<file path="src/uie_defs.svh">
`ifndef UIE_DEFS_SVH
`define UIE_DEFS_SVH
// Register addresses on the three-bit register port.
`define UIE_A_DATA 3'h0
`define UIE_A_MASK 3'h1
`define UIE_A_ISR 3'h2
`define UIE_A_EFC 3'h2
`define UIE_A_LCR 3'h3
`define UIE_A_MCR 3'h4
`define UIE_A_LSR 3'h5
`define UIE_A_MSR 3'h6
`define UIE_A_RES1 3'h4
`define UIE_A_RES2 3'h5
`define UIE_A_PAU1 3'h6
`define UIE_A_PAU2 3'h7
// Key value of the line format register that opens the enhanced bank.
`define UIE_LCR_KEY 8'hbf
// Field positions.
`define UIE_EFC_ENH 4
`define UIE_LCR_DLAB 7
`define UIE_FCR_EN 0
// Reset values.
`define UIE_RST_BYTE 8'h00
// Interrupt source codes, bits 5..0.
`define UIE_ID_LINE 6'h06
`define UIE_ID_TMO 6'h0c
`define UIE_ID_RXD 6'h04
`define UIE_ID_TXR 6'h02
`define UIE_ID_MDM 6'h00
`define UIE_ID_XOFF 6'h10
`define UIE_ID_FLOW 6'h20
`define UIE_ID_NONE 6'h01
// Receive timeout: four characters plus twelve bits, counted in bit times.
`define UIE_TMO_CHARS 4
`define UIE_TMO_BITS 12
`endif

</file>
<file path="src/uie_pkg.sv">
package uie_pkg;
   typedef enum logic [2:0] {uie_src_none, uie_src_line, uie_src_tmo, uie_src_rxd, uie_src_txr, uie_src_mdm,
      uie_src_xoff, uie_src_flow} uie_src_e;
   typedef logic [7:0] uie_byte_t;
endpackage

</file>
<file path="src/uie_prio_if.sv">
`timescale 1ns/1ps
interface uie_prio_if;
   logic [6:0] pend;
   uie_pkg::uie_src_e src;
   modport ctl (output pend, input src);
   modport pri (input pend, output src);
endinterface

</file>
<file path="src/uie_prio.sv">
`timescale 1ns/1ps
module uie_prio
(
   uie_prio_if.pri p
);
   // Fixed priority: line, timeout, data, transmit, modem, xoff, flow change.
   assign p.src = p.pend[0] ? uie_pkg::uie_src_line :
                  p.pend[1] ? uie_pkg::uie_src_tmo :
                  p.pend[2] ? uie_pkg::uie_src_rxd :
                  p.pend[3] ? uie_pkg::uie_src_txr :
                  p.pend[4] ? uie_pkg::uie_src_mdm :
                  p.pend[5] ? uie_pkg::uie_src_xoff :
                  p.pend[6] ? uie_pkg::uie_src_flow : uie_pkg::uie_src_none;
endmodule // uie_prio

</file>
<file path="src/uie_top.sv">
`timescale 1ns/1ps
`include "uie_defs.svh"
// Behaviour
// - Enhanced enable bit 4 unlocks upper mask, status, fifo-control and modem-control bits.
// - Enhanced bank reachable only while line format register holds 0xBF.
// - FIFO receive interrupt raised at trigger level, dropped below it.
// - Status bit 2 shows receive level while trigger reached.
// - Data-ready set on character into FIFO, cleared when FIFO empty.
// - FIFO enabled with mask bits 0-3 clear gives polled mode.
// - Line status bit 1 flags receive overrun.
// - Line status bits 2-4 give error kind of head character.
// - Bit 5 transmit FIFO empty; bit 6 FIFO and shift register empty.
// - Bit 7 set while any FIFO character carries an error tag.
// - Non-FIFO mode raises data interrupt while holding register has data.
// - Transmit interrupt on FIFO becoming empty, or at enable if empty.
// - Line interrupt while any of line status bits 1-4 set.
// - Overrun interrupts at reception; other errors while at the head, latched at read out.
// - Mask bit 3 gates modem status interrupt.
// - Mask bit 4 enables sleep mode, only with enhanced bit set.
// - Mask bit 5 gates Xoff receive interrupt, enhanced only.
// - Mask bit 6 or 7 gates interrupt on RTS output rising.
// - Mask bit 7 or 6 gates interrupt on CTS input rising.
// - All mask bits reset to zero.
// - Status read returns only the highest pending source.
// - Source codes as listed, 000001 when nothing pends.
// - Receive timeout after four characters plus twelve bit times idle.
module uie_top
#(
   parameter int FIFO_DEPTH = 16,
   parameter int BITS_PER_CHAR = 10
)
(
   input wire logic mclk,
   input wire logic resetn,
   input wire logic [2:0] addr,
   input wire logic cs,
   input wire logic rd,
   input wire logic wr,
   input wire logic [7:0] wdata,
   output logic [7:0] rdata,
   output logic irq,
   output logic sleep_en,
   output logic [7:0] fifo_control_q,
   output logic [7:0] line_format_control_q,
   output logic [7:0] modem_control_q,
   output logic [7:0] enhanced_feature_control_q,
   output logic [7:0] flow_resume_char_one_q,
   output logic [7:0] flow_resume_char_two_q,
   output logic [7:0] flow_pause_char_one_q,
   output logic [7:0] flow_pause_char_two_q,
   output logic data_write,
   output logic data_read,
   input wire logic [4:0] rx_level,
   input wire logic [4:0] rx_trigger,
   input wire logic rx_push,
   input wire logic rx_overrun,
   input wire logic [2:0] head_err,
   input wire logic any_err_tag,
   input wire logic tx_fifo_empty,
   input wire logic tx_shift_empty,
   input wire logic bit_tick,
   input wire logic [3:0] modem_delta,
   input wire logic [3:0] modem_in,
   input wire logic xoff_seen,
   input wire logic xon_seen,
   input wire logic rts_out,
   input wire logic cts_pin
);
   localparam int TMO_BITS = `UIE_TMO_CHARS * BITS_PER_CHAR + `UIE_TMO_BITS;
   // Refused at elaboration: the level port is five bits wide and the idle counter seven.
   if (FIFO_DEPTH < 1 || FIFO_DEPTH > 31 || BITS_PER_CHAR < 7 || BITS_PER_CHAR > 12)
   begin : g_param_check
      $error("uie_top: unsupported parameters");
   end

   // Reset release through two flops.
   logic rst_m, rst_n;
   always_ff @(posedge mclk or negedge resetn)
   begin
      if (!resetn)
      begin
         rst_m <= 1'b0;
         rst_n <= 1'b0;
      end
      else
      begin
         rst_m <= 1'b1;
         rst_n <= rst_m;
      end
   end

   // The CTS pin input is synchronised before any logic reads it.
   logic cts_s1, cts_s2, cts_d;
   always_ff @(posedge mclk or negedge rst_n)
   begin
      if (!rst_n)
      begin
         cts_s1 <= 1'b1;
         cts_s2 <= 1'b1;
         cts_d <= 1'b1;
      end
      else
      begin
         cts_s1 <= cts_pin;
         cts_s2 <= cts_s1;
         cts_d <= cts_s2;
      end
   end

   // Access strobes; the enhanced bank hides the standard ones at shared addresses.
   logic key_open, dlab, enh, fifo_on;
   assign key_open = (line_format_control_q == `UIE_LCR_KEY);
   assign dlab = line_format_control_q[`UIE_LCR_DLAB];
   assign enh = enhanced_feature_control_q[`UIE_EFC_ENH];
   assign fifo_on = fifo_control_q[`UIE_FCR_EN];
   function automatic logic hit(input logic [2:0] a, input logic [2:0] want, input logic s);
      hit = s && (a == want);
   endfunction
   logic w_mask, w_fcr, w_lcr, w_mcr, w_efc, w_r1, w_r2, w_p1, w_p2, w_thr;
   logic r_isr, r_lsr, r_msr, r_rhr;
   assign w_thr = hit(addr, `UIE_A_DATA, cs && wr && !dlab && !key_open);
   assign w_mask = hit(addr, `UIE_A_MASK, cs && wr && !dlab && !key_open);
   assign w_fcr = hit(addr, `UIE_A_ISR, cs && wr && !key_open);
   assign w_lcr = hit(addr, `UIE_A_LCR, cs && wr);
   assign w_mcr = hit(addr, `UIE_A_MCR, cs && wr && !key_open);
   assign w_efc = hit(addr, `UIE_A_EFC, cs && wr && key_open);
   assign w_r1 = hit(addr, `UIE_A_RES1, cs && wr && key_open);
   assign w_r2 = hit(addr, `UIE_A_RES2, cs && wr && key_open);
   assign w_p1 = hit(addr, `UIE_A_PAU1, cs && wr && key_open);
   assign w_p2 = hit(addr, `UIE_A_PAU2, cs && wr && key_open);
   assign r_rhr = hit(addr, `UIE_A_DATA, cs && rd && !dlab && !key_open);
   assign r_isr = hit(addr, `UIE_A_ISR, cs && rd && !key_open);
   assign r_lsr = hit(addr, `UIE_A_LSR, cs && rd && !key_open);
   assign r_msr = hit(addr, `UIE_A_MSR, cs && rd && !key_open);

   // Masked write values: upper bits, except FIFO-control bits 7:6, only stick with enhanced functions on.
   logic [7:0] interrupt_mask_q, mask_d, fcr_d, mcr_d;
   assign mask_d = enh ? wdata : {4'h0, wdata[3:0]};
   assign fcr_d = enh ? wdata : {wdata[7:6], 2'h0, wdata[3:0]};
   assign mcr_d = enh ? wdata : {3'h0, wdata[4:0]};

   // Configuration registers; all clear at reset.
   always_ff @(posedge mclk or negedge rst_n)
   begin
      if (!rst_n)
      begin
         interrupt_mask_q <= `UIE_RST_BYTE;
         fifo_control_q <= `UIE_RST_BYTE;
         line_format_control_q <= `UIE_RST_BYTE;
         modem_control_q <= `UIE_RST_BYTE;
         enhanced_feature_control_q <= `UIE_RST_BYTE;
         flow_resume_char_one_q <= `UIE_RST_BYTE;
         flow_resume_char_two_q <= `UIE_RST_BYTE;
         flow_pause_char_one_q <= `UIE_RST_BYTE;
         flow_pause_char_two_q <= `UIE_RST_BYTE;
      end
      else
      begin
         if (w_mask) interrupt_mask_q <= mask_d;
         // FIFO reset bits self-clear; other bits only program with the enable set.
         if (w_fcr) fifo_control_q <= wdata[`UIE_FCR_EN] ? {fcr_d[7:3], 2'h0, 1'b1} : `UIE_RST_BYTE;
         if (w_lcr) line_format_control_q <= wdata;
         if (w_mcr) modem_control_q <= mcr_d;
         if (w_efc) enhanced_feature_control_q <= wdata;
         if (w_r1) flow_resume_char_one_q <= wdata;
         if (w_r2) flow_resume_char_two_q <= wdata;
         if (w_p1) flow_pause_char_one_q <= wdata;
         if (w_p2) flow_pause_char_two_q <= wdata;
      end
   end

   // Effective enables; upper ones also need the enhanced bit now.
   logic [7:0] en;
   assign en = enh ? interrupt_mask_q : {4'h0, interrupt_mask_q[3:0]};

   // Line status view.
   logic ovr_q, rx_ready, rx_trig;
   logic [7:0] line_status;
   assign rx_ready = (rx_level != 5'h00);
   assign rx_trig = fifo_on ? (rx_level >= rx_trigger) : rx_ready;
   assign line_status = {any_err_tag && fifo_on,
                 tx_fifo_empty && tx_shift_empty, tx_fifo_empty,
                 head_err,
                 ovr_q,
                 rx_ready};

   // Sticky events: a new event wins over the clear in the same cycle.
   logic line_q, txr_q, tmo_q, xoff_q, flow_q, rts_d, mask1_d, tx_empty_d;
   logic src_is_txr, src_is_xoff;
   logic tx_rise, rts_rise, cts_rise, line_ev;
   assign tx_rise = tx_fifo_empty && !tx_empty_d;
   assign rts_rise = rts_out && !rts_d;
   assign cts_rise = cts_s2 && !cts_d;
   assign line_ev = rx_overrun || (r_rhr && (head_err != 3'h0));
   always_ff @(posedge mclk or negedge rst_n)
   begin
      if (!rst_n)
      begin
         ovr_q <= 1'b0;
         line_q <= 1'b0;
         txr_q <= 1'b0;
         xoff_q <= 1'b0;
         flow_q <= 1'b0;
         rts_d <= 1'b0;
         mask1_d <= 1'b0;
         tx_empty_d <= 1'b1; // An empty FIFO at reset release is no fresh edge.
      end
      else
      begin
         rts_d <= rts_out;
         mask1_d <= en[1];
         tx_empty_d <= tx_fifo_empty;
         ovr_q <= rx_overrun || (ovr_q && !r_lsr);
         line_q <= line_ev || (line_q && !r_lsr);
         // Transmit ready on becoming empty or on enabling while empty.
         txr_q <= (tx_fifo_empty && (tx_rise || (en[1] && !mask1_d))) ||
                  (txr_q && tx_fifo_empty && !(r_isr && src_is_txr) && !w_thr);
         xoff_q <= xoff_seen || (xoff_q && !(r_isr && src_is_xoff) && !xon_seen);
         flow_q <= (rts_rise && enhanced_feature_control_q[6]) ||
                   (cts_rise && enhanced_feature_control_q[7]) || (flow_q && !r_msr);
      end
   end

   // Receive timeout: bit times without FIFO activity while data waits.
   logic [6:0] idle_q;
   always_ff @(posedge mclk or negedge rst_n)
   begin
      if (!rst_n)
      begin
         idle_q <= 7'h00;
         tmo_q <= 1'b0;
      end
      else
      begin
         if (rx_push || r_rhr || !rx_ready || !fifo_on)
            idle_q <= 7'h00;
         else if (bit_tick && idle_q != TMO_BITS[6:0])
            idle_q <= idle_q + 7'h01;
         tmo_q <= (bit_tick && idle_q == TMO_BITS[6:0] - 7'h01) || (tmo_q && !r_rhr && rx_ready);
      end
   end

   // Pending sources gated by their enables.
   uie_prio_if pi();
   assign pi.pend = {flow_q && (en[6] || en[7]),
                     xoff_q && en[5],
                     (modem_delta != 4'h0) && en[3],
                     txr_q && en[1],
                     rx_trig && en[0],
                     tmo_q && en[0],
                     (line_status[4:1] != 4'h0 || line_q) && en[2]};
   uie_prio u_prio (.p(pi.pri));
   assign src_is_txr = (pi.src == uie_pkg::uie_src_txr);
   assign src_is_xoff = (pi.src == uie_pkg::uie_src_xoff);

   // Source code for the status register.
   logic [5:0] code;
   always_comb
   begin
      case (pi.src)
         uie_pkg::uie_src_line: code = `UIE_ID_LINE;
         uie_pkg::uie_src_tmo: code = `UIE_ID_TMO;
         uie_pkg::uie_src_rxd: code = `UIE_ID_RXD;
         uie_pkg::uie_src_txr: code = `UIE_ID_TXR;
         uie_pkg::uie_src_mdm: code = `UIE_ID_MDM;
         uie_pkg::uie_src_xoff: code = enh ? `UIE_ID_XOFF : `UIE_ID_NONE;
         uie_pkg::uie_src_flow: code = enh ? `UIE_ID_FLOW : `UIE_ID_NONE;
         default: code = `UIE_ID_NONE;
      endcase
   end

   // Read mux, registered; polled mode simply reads line status with masks clear.
   logic [7:0] rd_mux;
   assign rd_mux = key_open ?
                   (addr == `UIE_A_EFC ? enhanced_feature_control_q :
                    addr == `UIE_A_RES1 ? flow_resume_char_one_q :
                    addr == `UIE_A_RES2 ? flow_resume_char_two_q :
                    addr == `UIE_A_PAU1 ? flow_pause_char_one_q :
                    addr == `UIE_A_PAU2 ? flow_pause_char_two_q :
                    addr == `UIE_A_LCR ? line_format_control_q : `UIE_RST_BYTE) :
                   (addr == `UIE_A_MASK && !dlab ? interrupt_mask_q :
                    addr == `UIE_A_ISR ? {fifo_on, fifo_on, code} :
                    addr == `UIE_A_LCR ? line_format_control_q :
                    addr == `UIE_A_MCR ? modem_control_q :
                    addr == `UIE_A_LSR ? line_status :
                    addr == `UIE_A_MSR ? {modem_in, modem_delta} : `UIE_RST_BYTE);

   // Registered outputs.
   always_ff @(posedge mclk or negedge rst_n)
   begin
      if (!rst_n)
      begin
         rdata <= `UIE_RST_BYTE;
         irq <= 1'b0;
         sleep_en <= 1'b0;
         data_write <= 1'b0;
         data_read <= 1'b0;
      end
      else
      begin
         if (cs && rd) rdata <= rd_mux;
         irq <= (pi.src != uie_pkg::uie_src_none);
         sleep_en <= en[4];
         data_write <= w_thr;
         data_read <= r_rhr;
      end
   end
endmodule // uie_top

</file>
<file path="config.mk">
export PLATFORM = sky130hd
export DESIGN_NAME = uie_top
export DESIGN_NICKNAME = d
export VERILOG_FILES = /design/src/uie_pkg.sv /design/src/uie_prio_if.sv /design/src/uie_prio.sv /design/src/uie_top.sv
export VERILOG_INCLUDE_DIRS = /design/src
export SDC_FILE = /design/constraint.sdc
export NUM_CORES = 1
export LEC_CHECK = 0
export BUFFER_PORTS_ARGS = -buffer_cell sky130_fd_sc_hd__buf_2
export CAP_MARGIN = 20
export CORE_ASPECT_RATIO = 1.5
export CORE_MARGIN = 1.5
export CORE_UTILIZATION = 27
export CTS_CLUSTER_DIAMETER = 50
export DETAILED_ROUTE_END_ITERATION = 10
export PLACE_DENSITY = 0.57
export SYNTH_ARGS = -nofsm -noshare
export SYNTH_HDL_FRONTEND = slang
export SYNTH_SLANG_ARGS = --single-unit
</file>
<file path="constraint.sdc">
create_clock -name mclk -period 5.3 [get_ports mclk]
set_input_delay 0.53 -clock mclk [delete_from_list [all_inputs] [get_ports mclk]]
set_output_delay 0.53 -clock mclk [all_outputs]
set_load 0.02 [all_outputs]
</file>
==> results of run 1 <==
-- worst max-delay path, stage by stage --
cell and delay (ns):
buf_2 0.54, clkinv_1 0.45, nor3_1 0.48, nand2_1 0.39
mux2_2 0.37
-- how the worst max path moves through the flow --
stage,start,to,cells after the start
2_1_floorplan,rst_n$_DFF_PN0_,data_read$_DFF_PN0_,0
3_3_place_gp,addr[2],rdata[3]$_DFFE_PN0P_,7
4_1_cts,addr[2],modem_control_q[4]$_DFFE_PN0P_,5
5_1_grt,addr[2],modem_control_q[4]$_DFFE_PN0P_,5
3_5_place_dp,addr[2],modem_control_q[4]$_DFFE_PN0P_,5
6_report,addr[2],modem_control_q[4]$_DFFE_PN0P_,5
-- routing by layer --
metal / global-route usage / up-vias
li1: - / 2053
met1: 0.212 / 2207
met2: 0.319 / 160
met3: 0.0310 / 28
met4: 0.0757 / 0
met5: 0 / -
-- power breakdown --
| part | switching [mW] | internal [mW] | total, mW |
|---|---|---|---|
| Combinational | 0.245 | 0.147 | 0.392 |
| Sequential | 0.0961 | 0.857 | 0.953 |
| Clock | 0.332 | 0.333 | 0.664 |
-- state kept, by name, indices dropped and copies added, names as in the netlist, 6 cells and up --
| register | count |
|---|---|
| line_format_control_q | 8 |
| flow_pause_char_two_q | 8 |
| flow_resume_char_one_q | 8 |
| fifo_control_q | 6 |
| flow_resume_char_two_q | 8 |
| enhanced_feature_control_q | 8 |
| flow_pause_char_one_q | 8 |
| modem_control_q | 8 |
| rdata | 8 |
| interrupt_mask_q | 8 |
| idle_q | 7 |
-- cells by family after synthesis --
family / synth area share
adders and majority gates: 0.0165
and+or+nand+nor: 0.137
xor gates and xnor gates: 0.00825
buffers and inverters: 0.0403
muxes: 0.139
other: 0.00141
AOI/OAI and AO/OA: 0.171
DFF: 0.486
-- what timing repair did --
| action | in CTS | in global routing |
|---|---|---|
| hold buffers | 1 | 0 |
| setup endpoints to repair | 0 | 0 |
| hold endpoints to repair | 2 | 0 |
-- placed cells by master (no fill, tap or decap), drive strengths merged, types with 3 or more instances in the layout --
cell type | netlist | routed
buf | 17 | 121
a31oi | 5 | 5
and2 | 4 | 4
and3 | 7 | 7
o21ai | 45 | 45
mux2 | 55 | 55
o311ai | 4 | 4
dfstp | 4 | 4
a22o | 4 | 4
clkbuf | 9 | 9
xor2 | 3 | 3
a221oi | 4 | 4
nand3 | 12 | 12
a211oi | 7 | 7
o211ai | 5 | 5
o22ai | 3 | 3
inv | 19 | 22
dfrtp | 99 | 99
nor2 | 31 | 31
a221o | 3 | 3
mux2i | 12 | 12
nor3 | 7 | 7
nand2 | 58 | 58
conb | 2 | 3
clkinv | 2 | 5
o21a | 4 | 4
o221ai | 4 | 4
nand4 | 5 | 5
a21o | 4 | 4
ha | 7 | 7
a21oi | 22 | 22
-- final cells by class --
type / instances / area (µm²) / share of cell area
repair buffers: 122 / 618 / 0.0963
inverters: 21 / 78.8 / 0.0123
clock inverters: 7 / 75.1 / 0.0117
well taps: 256 / 320 / 0.0499
multi-input cells: 356 / 2520 / 0.392
flip-flops and latches: 103 / 2590 / 0.403
clock buffers: 9 / 225 / 0.0351
-- metrics by stage --
stage	instances	util	setup slack (ns)	hold WS, ns
final	874	0.334	2.77	0.257
after global routing	874	0.334	2.59	0.245
after CTS	874	0.334	2.83	0.246
after detailed placement	857	0.318	2.45	0.320
after global placement	857	0.318	2.49	0.316
after floorplan	506	-	2.23	0.234
-- synthesized netlist by cell type, drive strengths merged, types with 3 or more instances --
library cell | instances | area (µm²)
dfrtp | 99 | 2480
nand2 | 58 | 218
mux2 | 55 | 619
o21ai | 45 | 236
nor2 | 31 | 131
a21oi | 22 | 110
inv | 19 | 71.3
buf | 17 | 101
mux2i | 12 | 120
nand3 | 12 | 72.6
clkbuf | 9 | 33.8
a211oi | 7 | 52.6
and3 | 7 | 46.3
ha | 7 | 87.6
nor3 | 7 | 57.6
a31oi | 5 | 31.3
nand4 | 5 | 46.3
o211ai | 5 | 37.5
a21o | 4 | 30.0
a221oi | 4 | 35.0
a22o | 4 | 35.0
and2 | 4 | 25.0
dfstp | 4 | 105
o21a | 4 | 30.0
o221ai | 4 | 35.0
o311ai | 4 | 35.0
a221o | 3 | 31.3
o22ai | 3 | 18.8
xor2 | 3 | 26.3
==> impl_summary.txt, run 1 <==
----------------------------------------------------
[Status]
  Status ... completed

[Detailed routing]
  DRC marker count from the first detailed-route iteration ... 400
  Number of vias per cell after detailed routing ... 5.09
  Count of vias placed by the detailed router ... 4,448
  WL per Instance ... 20.9 µm
  Drc violations ... 0
  Highest layer used for signal routing ... met4
  Total Routed Length ... 18.3 mm
  Met2 routed wirelength ... 9.53 mm
  Detail Route met3 WL ... 815 µm
  Routed length on met1 ... 7.29 mm
  Number of nets with antenna violations after routing ... 0
  First-pass iteration count of the detailed router ... 5

[CTS]
  H-tree lvl count ... 3
  Source-to-sink clock delay at the later pin of the worst-skew pair ... 0.36 ns
  Clock tree from TritonCTS ... yes
  Number of cells upsized or downsized after cts ... 0
  TritonCTS buffer count ... 9
  CTS max path bufs ... 2
  Clock sink count ... 103
  Root Buffer Master ... clkbuf_16
  Total setup buffers inserted after CTS ... 0
  Clock transition at the register clock pins on the worst setup and hold paths after CTS ... 0.08 ns

[STA]
  RSZ-0062 raised after global routing ... no
  Number of endpoints failing setup at the final stage ... 0
  Maximum clock frequency ... 395 MHz
  Worst Clk Skew ... 0.0101 ns
  Part of the cycle the worst path needs ... 0.478
  Final critical-path required period ... 2.53 ns
  Slew margin rel. ... 0.427
  Final setup TNS ... 0 ns
  Number of endpoints with negative hold slack in the final report ... 0
  Transition time of the tightest slew-check pin ... 0.854 ns
  Number of slew-limit violations in the final report ... 0

[Synthesis]
  Flops & latches, synth ... 103
  Gate Count Post-Synth ... 505
  Number of distinct library cells after synthesis ... 71
  Syn Area/Cell ... 10.5 µm²
  Combined area of all synthesized cells ... 0.00531 mm²
  Synth Warn # ... 0
  Share of async-settable or async-resettable flops after synthesis ... 1.00
  Number of synthesized flops with an enable pin ... 0
  Portion of the post-synthesis area used by sequential elements ... 0.486
  Dominant synthesized flop cell ... dfrtp_1

[Die]
  Die area ... 0.0205 mm²
  Die Width ... 117 µm
  Row Count ... 62
  Area of the core ... 0.0192 mm²
  Die Ht ... 175 µm
  Initial core utilization ... 0.276
  Ports ... 123

[Power and ir drop]
  Power density over the cells ... 313 mW/mm²
  P_leak ... 3.07 nW
  Max rail drop VDD ... 0.132 mV
  Pwr Total ... 2.01 mW

[Worst setup path]
  CP Launch Type ... input pin
  Worst flop-to-flop path endpoint ... flow_resume_char_one_q[5]$_DFFE_PN0P_
  Launch instance of the worst register-to-register path ... line_format_control_q[7]$_DFFE_PN0P_
  CP arrival ... 2.78 ns
  R2r worst-path depth ... 5
  Register-to-register setup slack ... 3.01 ns
  Setup CP Type ... in -> reg
  Required time worst endpoint ... 5.55 ns
  Critical path endpoint category ... register
  Largest fanout on the critical path ... 36

[Global route]
  Remaining global-route overflow ... 0
  Via count of the first global-routing pass ... 4,424
  Initial antenna violation count ... 0
  First-pass GRT wire length ... 27.3 mm
  Total Routing Usage GR ... 0.179
  Pin count of the biggest net entering global routing ... 58

[Min path]
  Worst Hold End ... cts_s1$_DFF_PN1_
  Hold Path Class ... in -> reg
  Startpoint of the lowest-slack hold path ... cts_pin
  Worst Hold Depth ... 1

[Placement]
  Count of buffers from port buffering ... 120
  Placed Area ... 0.00611 mm²
  Detailed Place HPWL ... 14.1 mm
  Final GP Congestion ... 0.914

[Finish]
  Share of final-layout standard cells stronger than drive strength 1 ... 0.353
  Finished layout cell area ... 0.00642 mm²
  Filler cell count ... 2,094
  Layout overhead on the synthesized area ... 20.9%
  Count of nets after finishing ... 667
  Number of antenna repair diodes ... 0

[Job]
  Total of max-cap violations ... 0

----------------------------------------------------
Power figures use the tool's default switching activity.
==> run 2, diff against run 1 <==
Settings changed: PLACE_DENSITY 0.57 to 0.58.
Clock period 5.3 ns to 2.1 ns, I/O delays scaled along.
==> run 2 against run 1 <==
Effect of this change:
- non-clock buffer count rose by 40
- wire length fell by 1.3%
- critical path type is now reg -> reg
- combinational power rose to 2.9 times the previous value
==> impl_summary.txt, run 2 (synthesis gave the netlist of run 1 again) <==
----------------------------------------------------
[Die]
  Ports ... 123
  Initial core utilization ... 0.276
  Die Width ... 117 µm
  Die Ht ... 175 µm
  Die area ... 0.0205 mm²
  Row Count ... 62
  Area of the core ... 0.0192 mm²

[Detailed routing]
  Total Routed Length ... 18.0 mm
  Number of nets with antenna violations after routing ... 0
  Number of vias per cell after detailed routing ... 4.98
  WL per Instance ... 19.7 µm
  DRC marker count from the first detailed-route iteration ... 317
  Count of vias placed by the detailed router ... 4,557
  First-pass iteration count of the detailed router ... 4
  Drc violations ... 0

[Worst setup path]
  Longest individual stage delay on the worst path ... 0.43 ns
  Required time worst endpoint ... 2.33 ns
  Critical path endpoint category ... register
  CP bufs+invs ... 1
  Largest fanout on the critical path ... 5
  Cell breakdown of the critical path ... buf_4 > nor2_1 > nand3_1 > o21ai_0 > o22ai_1 > a211o_1
  Gate family responsible for the most delay along the worst path ... compound AO/OA/AOI/OAI gates
  CP arrival ... 2.17 ns
  Setup CP Type ... reg -> reg
  CP max stage cell ... dfrtp_1
  Register-to-register setup slack ... 0.17 ns
  CP Launch Type ... register

[STA]
  Part of the cycle the worst path needs ... 0.921
  Final critical-path required period ... 1.93 ns
  Maximum clock frequency ... 517 MHz
  Worst hold slack ... 0.0234 ns
  Number of slew-limit violations in the final report ... 0
  RSZ-0062 raised after global routing ... no
  Worst Clk Skew ... 0.00803 ns
  Transition time of the tightest slew-check pin ... 0.609 ns
  Slew margin rel. ... 0.589
  Number of endpoints with negative hold slack in the final report ... 0
  Number of endpoints failing setup at the final stage ... 0
  Final setup TNS ... 0 ns

[Placement]
  Detailed Place HPWL ... 13.9 mm
  Count of buffers from port buffering ... 120
  Final GP Congestion ... 0.868

[Power and ir drop]
  Max rail drop VDD ... 0.382 mV
  P_leak ... 3.27 nW
  Pwr Total ... 5.28 mW
  Internal power ... 3.66 mW
  Share of total power in combinational logic ... 0.214
  Switching part of the total ... 0.308
  Clock power frac ... 0.344
  Power density over the cells ... 781 mW/mm²
  P_sw ... 1.63 mW
  Seq pwr share ... 0.442

[Global route]
  First-pass GRT wire length ... 27.9 mm
  Pin count of the biggest net entering global routing ... 102
  Remaining global-route overflow ... 0
  Initial antenna violation count ... 2
  Total Routing Usage GR ... 0.177
  Via count of the first global-routing pass ... 4,694

[CTS]
  CTS max path bufs ... 2
  Root Buffer Master ... clkbuf_16
  TritonCTS buffer count ... 9
  Clock sink count ... 103
  Hold buffer count at CTS ... 3
  Clock transition at the register clock pins on the worst setup and hold paths after CTS ... 0.07 ns
  Number of cells upsized or downsized after cts ... 0
  Source-to-sink clock delay at the later pin of the worst-skew pair ... 0.35 ns
  H-tree lvl count ... 3
  Clock tree from TritonCTS ... yes
  Total setup buffers inserted after CTS ... 0

[Finish]
  Count of nets after finishing ... 707
  Most common cell after layout, fill and taps aside ... buf_2
  End-of-flow core utilization ... 0.352
  Area used by sequential logic in the layout ... 0.00259 mm²
  Leading cell types in the layout, fill and taps excluded ... buf_2 (120), dfrtp_1 (98), nand2_1 (58), mux2_2 (55), o21ai_0 (44)
  Layout overhead on the synthesized area ... 27.5%
  Filler cell count ... 2,030
  Multi-input gate area ... 0.00252 mm²
  Share of final-layout standard cells stronger than drive strength 1 ... 0.386

[Status]
  Status ... completed

[Min path]
  Hold Path Class ... in -> reg

[Job]
  Total of max-cap violations ... 0

----------------------------------------------------
==> run 2: cell count changes in the layout (fill, tap and decap cells not counted) <==
| cell | change |
|---|---|
| clkinv_4 | -1 |
| clkinvlp_4 | +1 |
| clkinv_8 | -2 |
| buf_12 | +2 |
| inv_6 | -2 |
| bufinv_16 | +2 |
| buf_4 | +36 |
| clkbuf_1 | +2 |
| diode_2 | +1 |
| dlygate4sd3_1 | +2 |
==> run 2: per-layer routing <==
layer | routed length [µm] | GRT usage
met1 | 7410 | 0.209
met2 | 9080 | 0.313
met3 | 886 | 0.0336
met4 | 643 | 0.0788
met5 | 0 | 0
==> run 2: path summary, 6_finish.rpt <==
check                                                      from                                     to  cells past startpoint
max                        line_format_control_q[7]$_DFFE_PN0P_                   rdata[2]$_DFFE_PN0P_                      6
min                                               tx_fifo_empty                   tx_empty_d$_DFF_PN1_                      1
max reg2reg                line_format_control_q[7]$_DFFE_PN0P_                   rdata[2]$_DFFE_PN0P_                      6
min reg2reg                                     rst_n$_DFF_PN0_  flow_resume_char_two_q[2]$_DFFE_PN0P_                      1
max in group asynchronous                       rst_n$_DFF_PN0_   flow_pause_char_two_q[2]$_DFFE_PN0P_                      1
min in group asynchronous                                resetn                        rst_n$_DFF_PN0_                      2
==> run 2: layout make-up <==
cell class / instances / share of cell area
diodes: 1 / 0.000370
flip-flops and latches: 103 / 0.382
clock buffers: 11 / 0.0344
repair buffers: 162 / 0.140
inverters: 21 / 0.0116
clock inverters: 5 / 0.0124
multi-input cells: 356 / 0.372
well taps: 256 / 0.0473
==> run 2: power groups by stage <==
stage / clock (mW) / sequential [mW] / combinational (mW)
6_report: 1.82 / 2.33 / 1.13
4_1_cts: 1.85 / 2.33 / 1.14
2_1_floorplan: 0 / 2.51 / 0.492
5_1_grt: 1.92 / 2.36 / 1.25
3_3_place_gp: 0 / 2.37 / 1.12
3_5_place_dp: 0 / 2.37 / 1.13
==> run 2: stage by stage <==
stage	worst slack, ns	cells	cell area [µm²]
finish	0.166	915	6770
global route	0.0659	915	6770
CTS	0.196	914	6770
detailed placement	0.0687	895	6420
global placement	0.0988	895	6420
floorplan	0.172	506	5310
==> run 3, diff against run 2 <==
Settings changed: PLACE_DENSITY 0.58 to 0.57.
Clock period 2.1 ns to 2.3 ns, I/O delays scaled along.
==> run 3 against run 2 <==
Effect of this change:
- power down 9.6%
- sequential share of layout area up 0.31 points
- clock power down 10%
- first-iteration DRC count down 11%
- critical path depth unchanged
- largest cell class unchanged
- hold slack worse by 0.0046 ns
==> impl_summary.txt, run 3 (synthesis gave the netlist of run 1 again) <==
----------------------------------------------------
[Global route]
  Pin count of the biggest net entering global routing ... 54
  First-pass GRT wire length ... 27.8 mm
  Total Routing Usage GR ... 0.179
  Via count of the first global-routing pass ... 4,748
  Initial antenna violation count ... 0
  Remaining global-route overflow ... 0

[STA]
  Worst hold slack ... 0.0188 ns
  Worst Clk Skew ... 0.00536 ns
  Transition time of the tightest slew-check pin ... 0.627 ns
  Maximum clock frequency ... 506 MHz
  Number of slew-limit violations in the final report ... 0
  Part of the cycle the worst path needs ... 0.860
  Final setup TNS ... 0 ns
  Final critical-path required period ... 1.98 ns
  Worst Setup Slack, final ... 0.323 ns
  Number of endpoints with negative hold slack in the final report ... 0
  RSZ-0062 raised after global routing ... no
  Slew margin rel. ... 0.577
  Number of endpoints failing setup at the final stage ... 0

[CTS]
  H-tree lvl count ... 3
  Clock sink count ... 103
  Clock transition at the register clock pins on the worst setup and hold paths after CTS ... 0.07 ns
  Number of cells upsized or downsized after cts ... 0
  Hold buffer count at CTS ... 3
  Root Buffer Master ... clkbuf_16
  Source-to-sink clock delay at the later pin of the worst-skew pair ... 0.36 ns
  Clock tree from TritonCTS ... yes
  Total setup buffers inserted after CTS ... 0
  TritonCTS buffer count ... 9
  CTS max path bufs ... 2

[Worst setup path]
  CP arrival ... 2.22 ns
  Required time worst endpoint ... 2.54 ns
  Worst flop-to-flop path endpoint ... flow_pause_char_two_q[0]$_DFFE_PN0P_
  Setup CP Type ... reg -> reg
  CP Launch Type ... register
  Critical path endpoint category ... register
  Register-to-register setup slack ... 0.32 ns
  Largest fanout on the critical path ... 6
  Launch instance of the worst register-to-register path ... line_format_control_q[1]$_DFFE_PN0P_
  R2r worst-path depth ... 6

[Finish]
  Most common cell after layout, fill and taps aside ... buf_2
  Number of non-filler instances in the completed layout ... 909
  Count of nets after finishing ... 702
  Number of antenna repair diodes ... 0
  Leading cell types in the layout, fill and taps excluded ... buf_2 (120), dfrtp_1 (98), nand2_1 (58), mux2_2 (55), o21ai_0 (44)
  Layout overhead on the synthesized area ... 26.5%
  Share of final-layout standard cells stronger than drive strength 1 ... 0.384

[Detailed routing]
  Drc violations ... 0
  Total Routed Length ... 18.1 mm
  Number of vias per cell after detailed routing ... 5.02
  Count of vias placed by the detailed router ... 4,559
  Number of nets with antenna violations after routing ... 0
  WL per Instance ... 19.9 µm
  DRC marker count from the first detailed-route iteration ... 282
  First-pass iteration count of the detailed router ... 5

[Die]
  Row Count ... 62
  Area of the core ... 0.0192 mm²
  Ports ... 123
  Die Width ... 117 µm
  Die area ... 0.0205 mm²
  Die Ht ... 175 µm
  Initial core utilization ... 0.276

[Power and ir drop]
  Pwr Total ... 4.78 mW
  Seq pwr share ... 0.448
  P_sw ... 1.52 mW
  P_leak ... 3.25 nW
  Switching part of the total ... 0.318
  Clock power frac ... 0.342
  Power density over the cells ... 712 mW/mm²
  Share of total power in combinational logic ... 0.211
  Internal power ... 3.26 mW
  Max rail drop VDD ... 0.352 mV

[Placement]
  Number of cells in the design after placement ... 890
  Count of buffers from port buffering ... 120
  Detailed Place HPWL ... 14.1 mm
  Post-Place Worst Slack ... 0.154 ns
  Final GP Congestion ... 0.840

[Status]
  Status ... completed

[Min path]
  Worst Hold End ... tx_empty_d$_DFF_PN1_
  Worst Hold Depth ... 1
  Hold Path Class ... in -> reg
  Startpoint of the lowest-slack hold path ... tx_fifo_empty

[Job]
  Total of max-cap violations ... 0

----------------------------------------------------
[run 3: cell types whose count changed in the layout (fill, tap and decap cells not counted), sizes merged]
cell      delta
buf          -5
clkbuf       -1
clkinvlp     -1
diode        -1
clkinv       +1
inv          +2
bufinv       -1
[run 3: worst max path at each step]
stage | from | to | slack [ns] | cells after the start
after global placement | addr[0] | rdata[0]$_DFFE_PN0P_ | 0.21 | 7
after global routing | line_format_control_q[1]$_DFFE_PN0P_ | flow_pause_char_two_q[0]$_DFFE_PN0P_ | 0.21 | 6
after CTS | line_format_control_q[1]$_DFFE_PN0P_ | flow_pause_char_two_q[0]$_DFFE_PN0P_ | 0.33 | 6
after floorplan | line_format_control_q[7]$_DFFE_PN0P_ | flow_resume_char_one_q[1]$_DFFE_PN0P_ | 0.37 | 6
after detailed placement | rx_level[2] | xoff_q$_DFF_PN0_ | 0.15 | 8
final | line_format_control_q[1]$_DFFE_PN0P_ | flow_pause_char_two_q[0]$_DFFE_PN0P_ | 0.32 | 6
[run 3: area by class of cell]
cell class / instances / area, µm²
Clock buffer: 10 / 239
Clock inverter: 6 / 75.1
Fill cell: 2055 / 12500
Inverter: 21 / 78.8
Multi-Input combinational cell: 356 / 2520
Sequential cell: 103 / 2590
Tap cell: 256 / 320
Timing Repair Buffer: 157 / 898
[run 3: worst max-delay path, cell delays in order, from the launching register on]
cell and delay (ns):
dfrtp_1 0.46, nand4b_1 0.20, nor2_4 0.22, nand3_4 0.16, nor3_4 0.26, buf_4 0.22
mux2_2 0.34
[run 3: per-layer routing]
| layer | GRT usage | share of wire |
|---|---|---|
| met4 | 0.0904 | 0.042 |
| met1 | 0.208 | 0.40 |
| met5 | 0 | 0 |
| met3 | 0.0385 | 0.051 |
| met2 | 0.311 | 0.51 |
[run 3: metrics by stage]
step	utilization	area (µm²)
2_1_floorplan	-	5310
3_3_place_gp	0.331	6370
3_5_place_dp	0.331	6370
4_1_cts	0.349	6710
5_1_grt	0.349	6710
6_report	0.349	6710
[run 3: power by group through the flow]
stage / Clock, mW / Combinational [mW] / Sequential [mW]
after global routing: 1.73 / 1.10 / 2.16
final: 1.63 / 1.01 / 2.14
after global placement: 0 / 0.995 / 2.18
after floorplan: 0 / 0.449 / 2.29
after detailed placement: 0 / 1.00 / 2.17
after CTS: 1.67 / 1.01 / 2.14
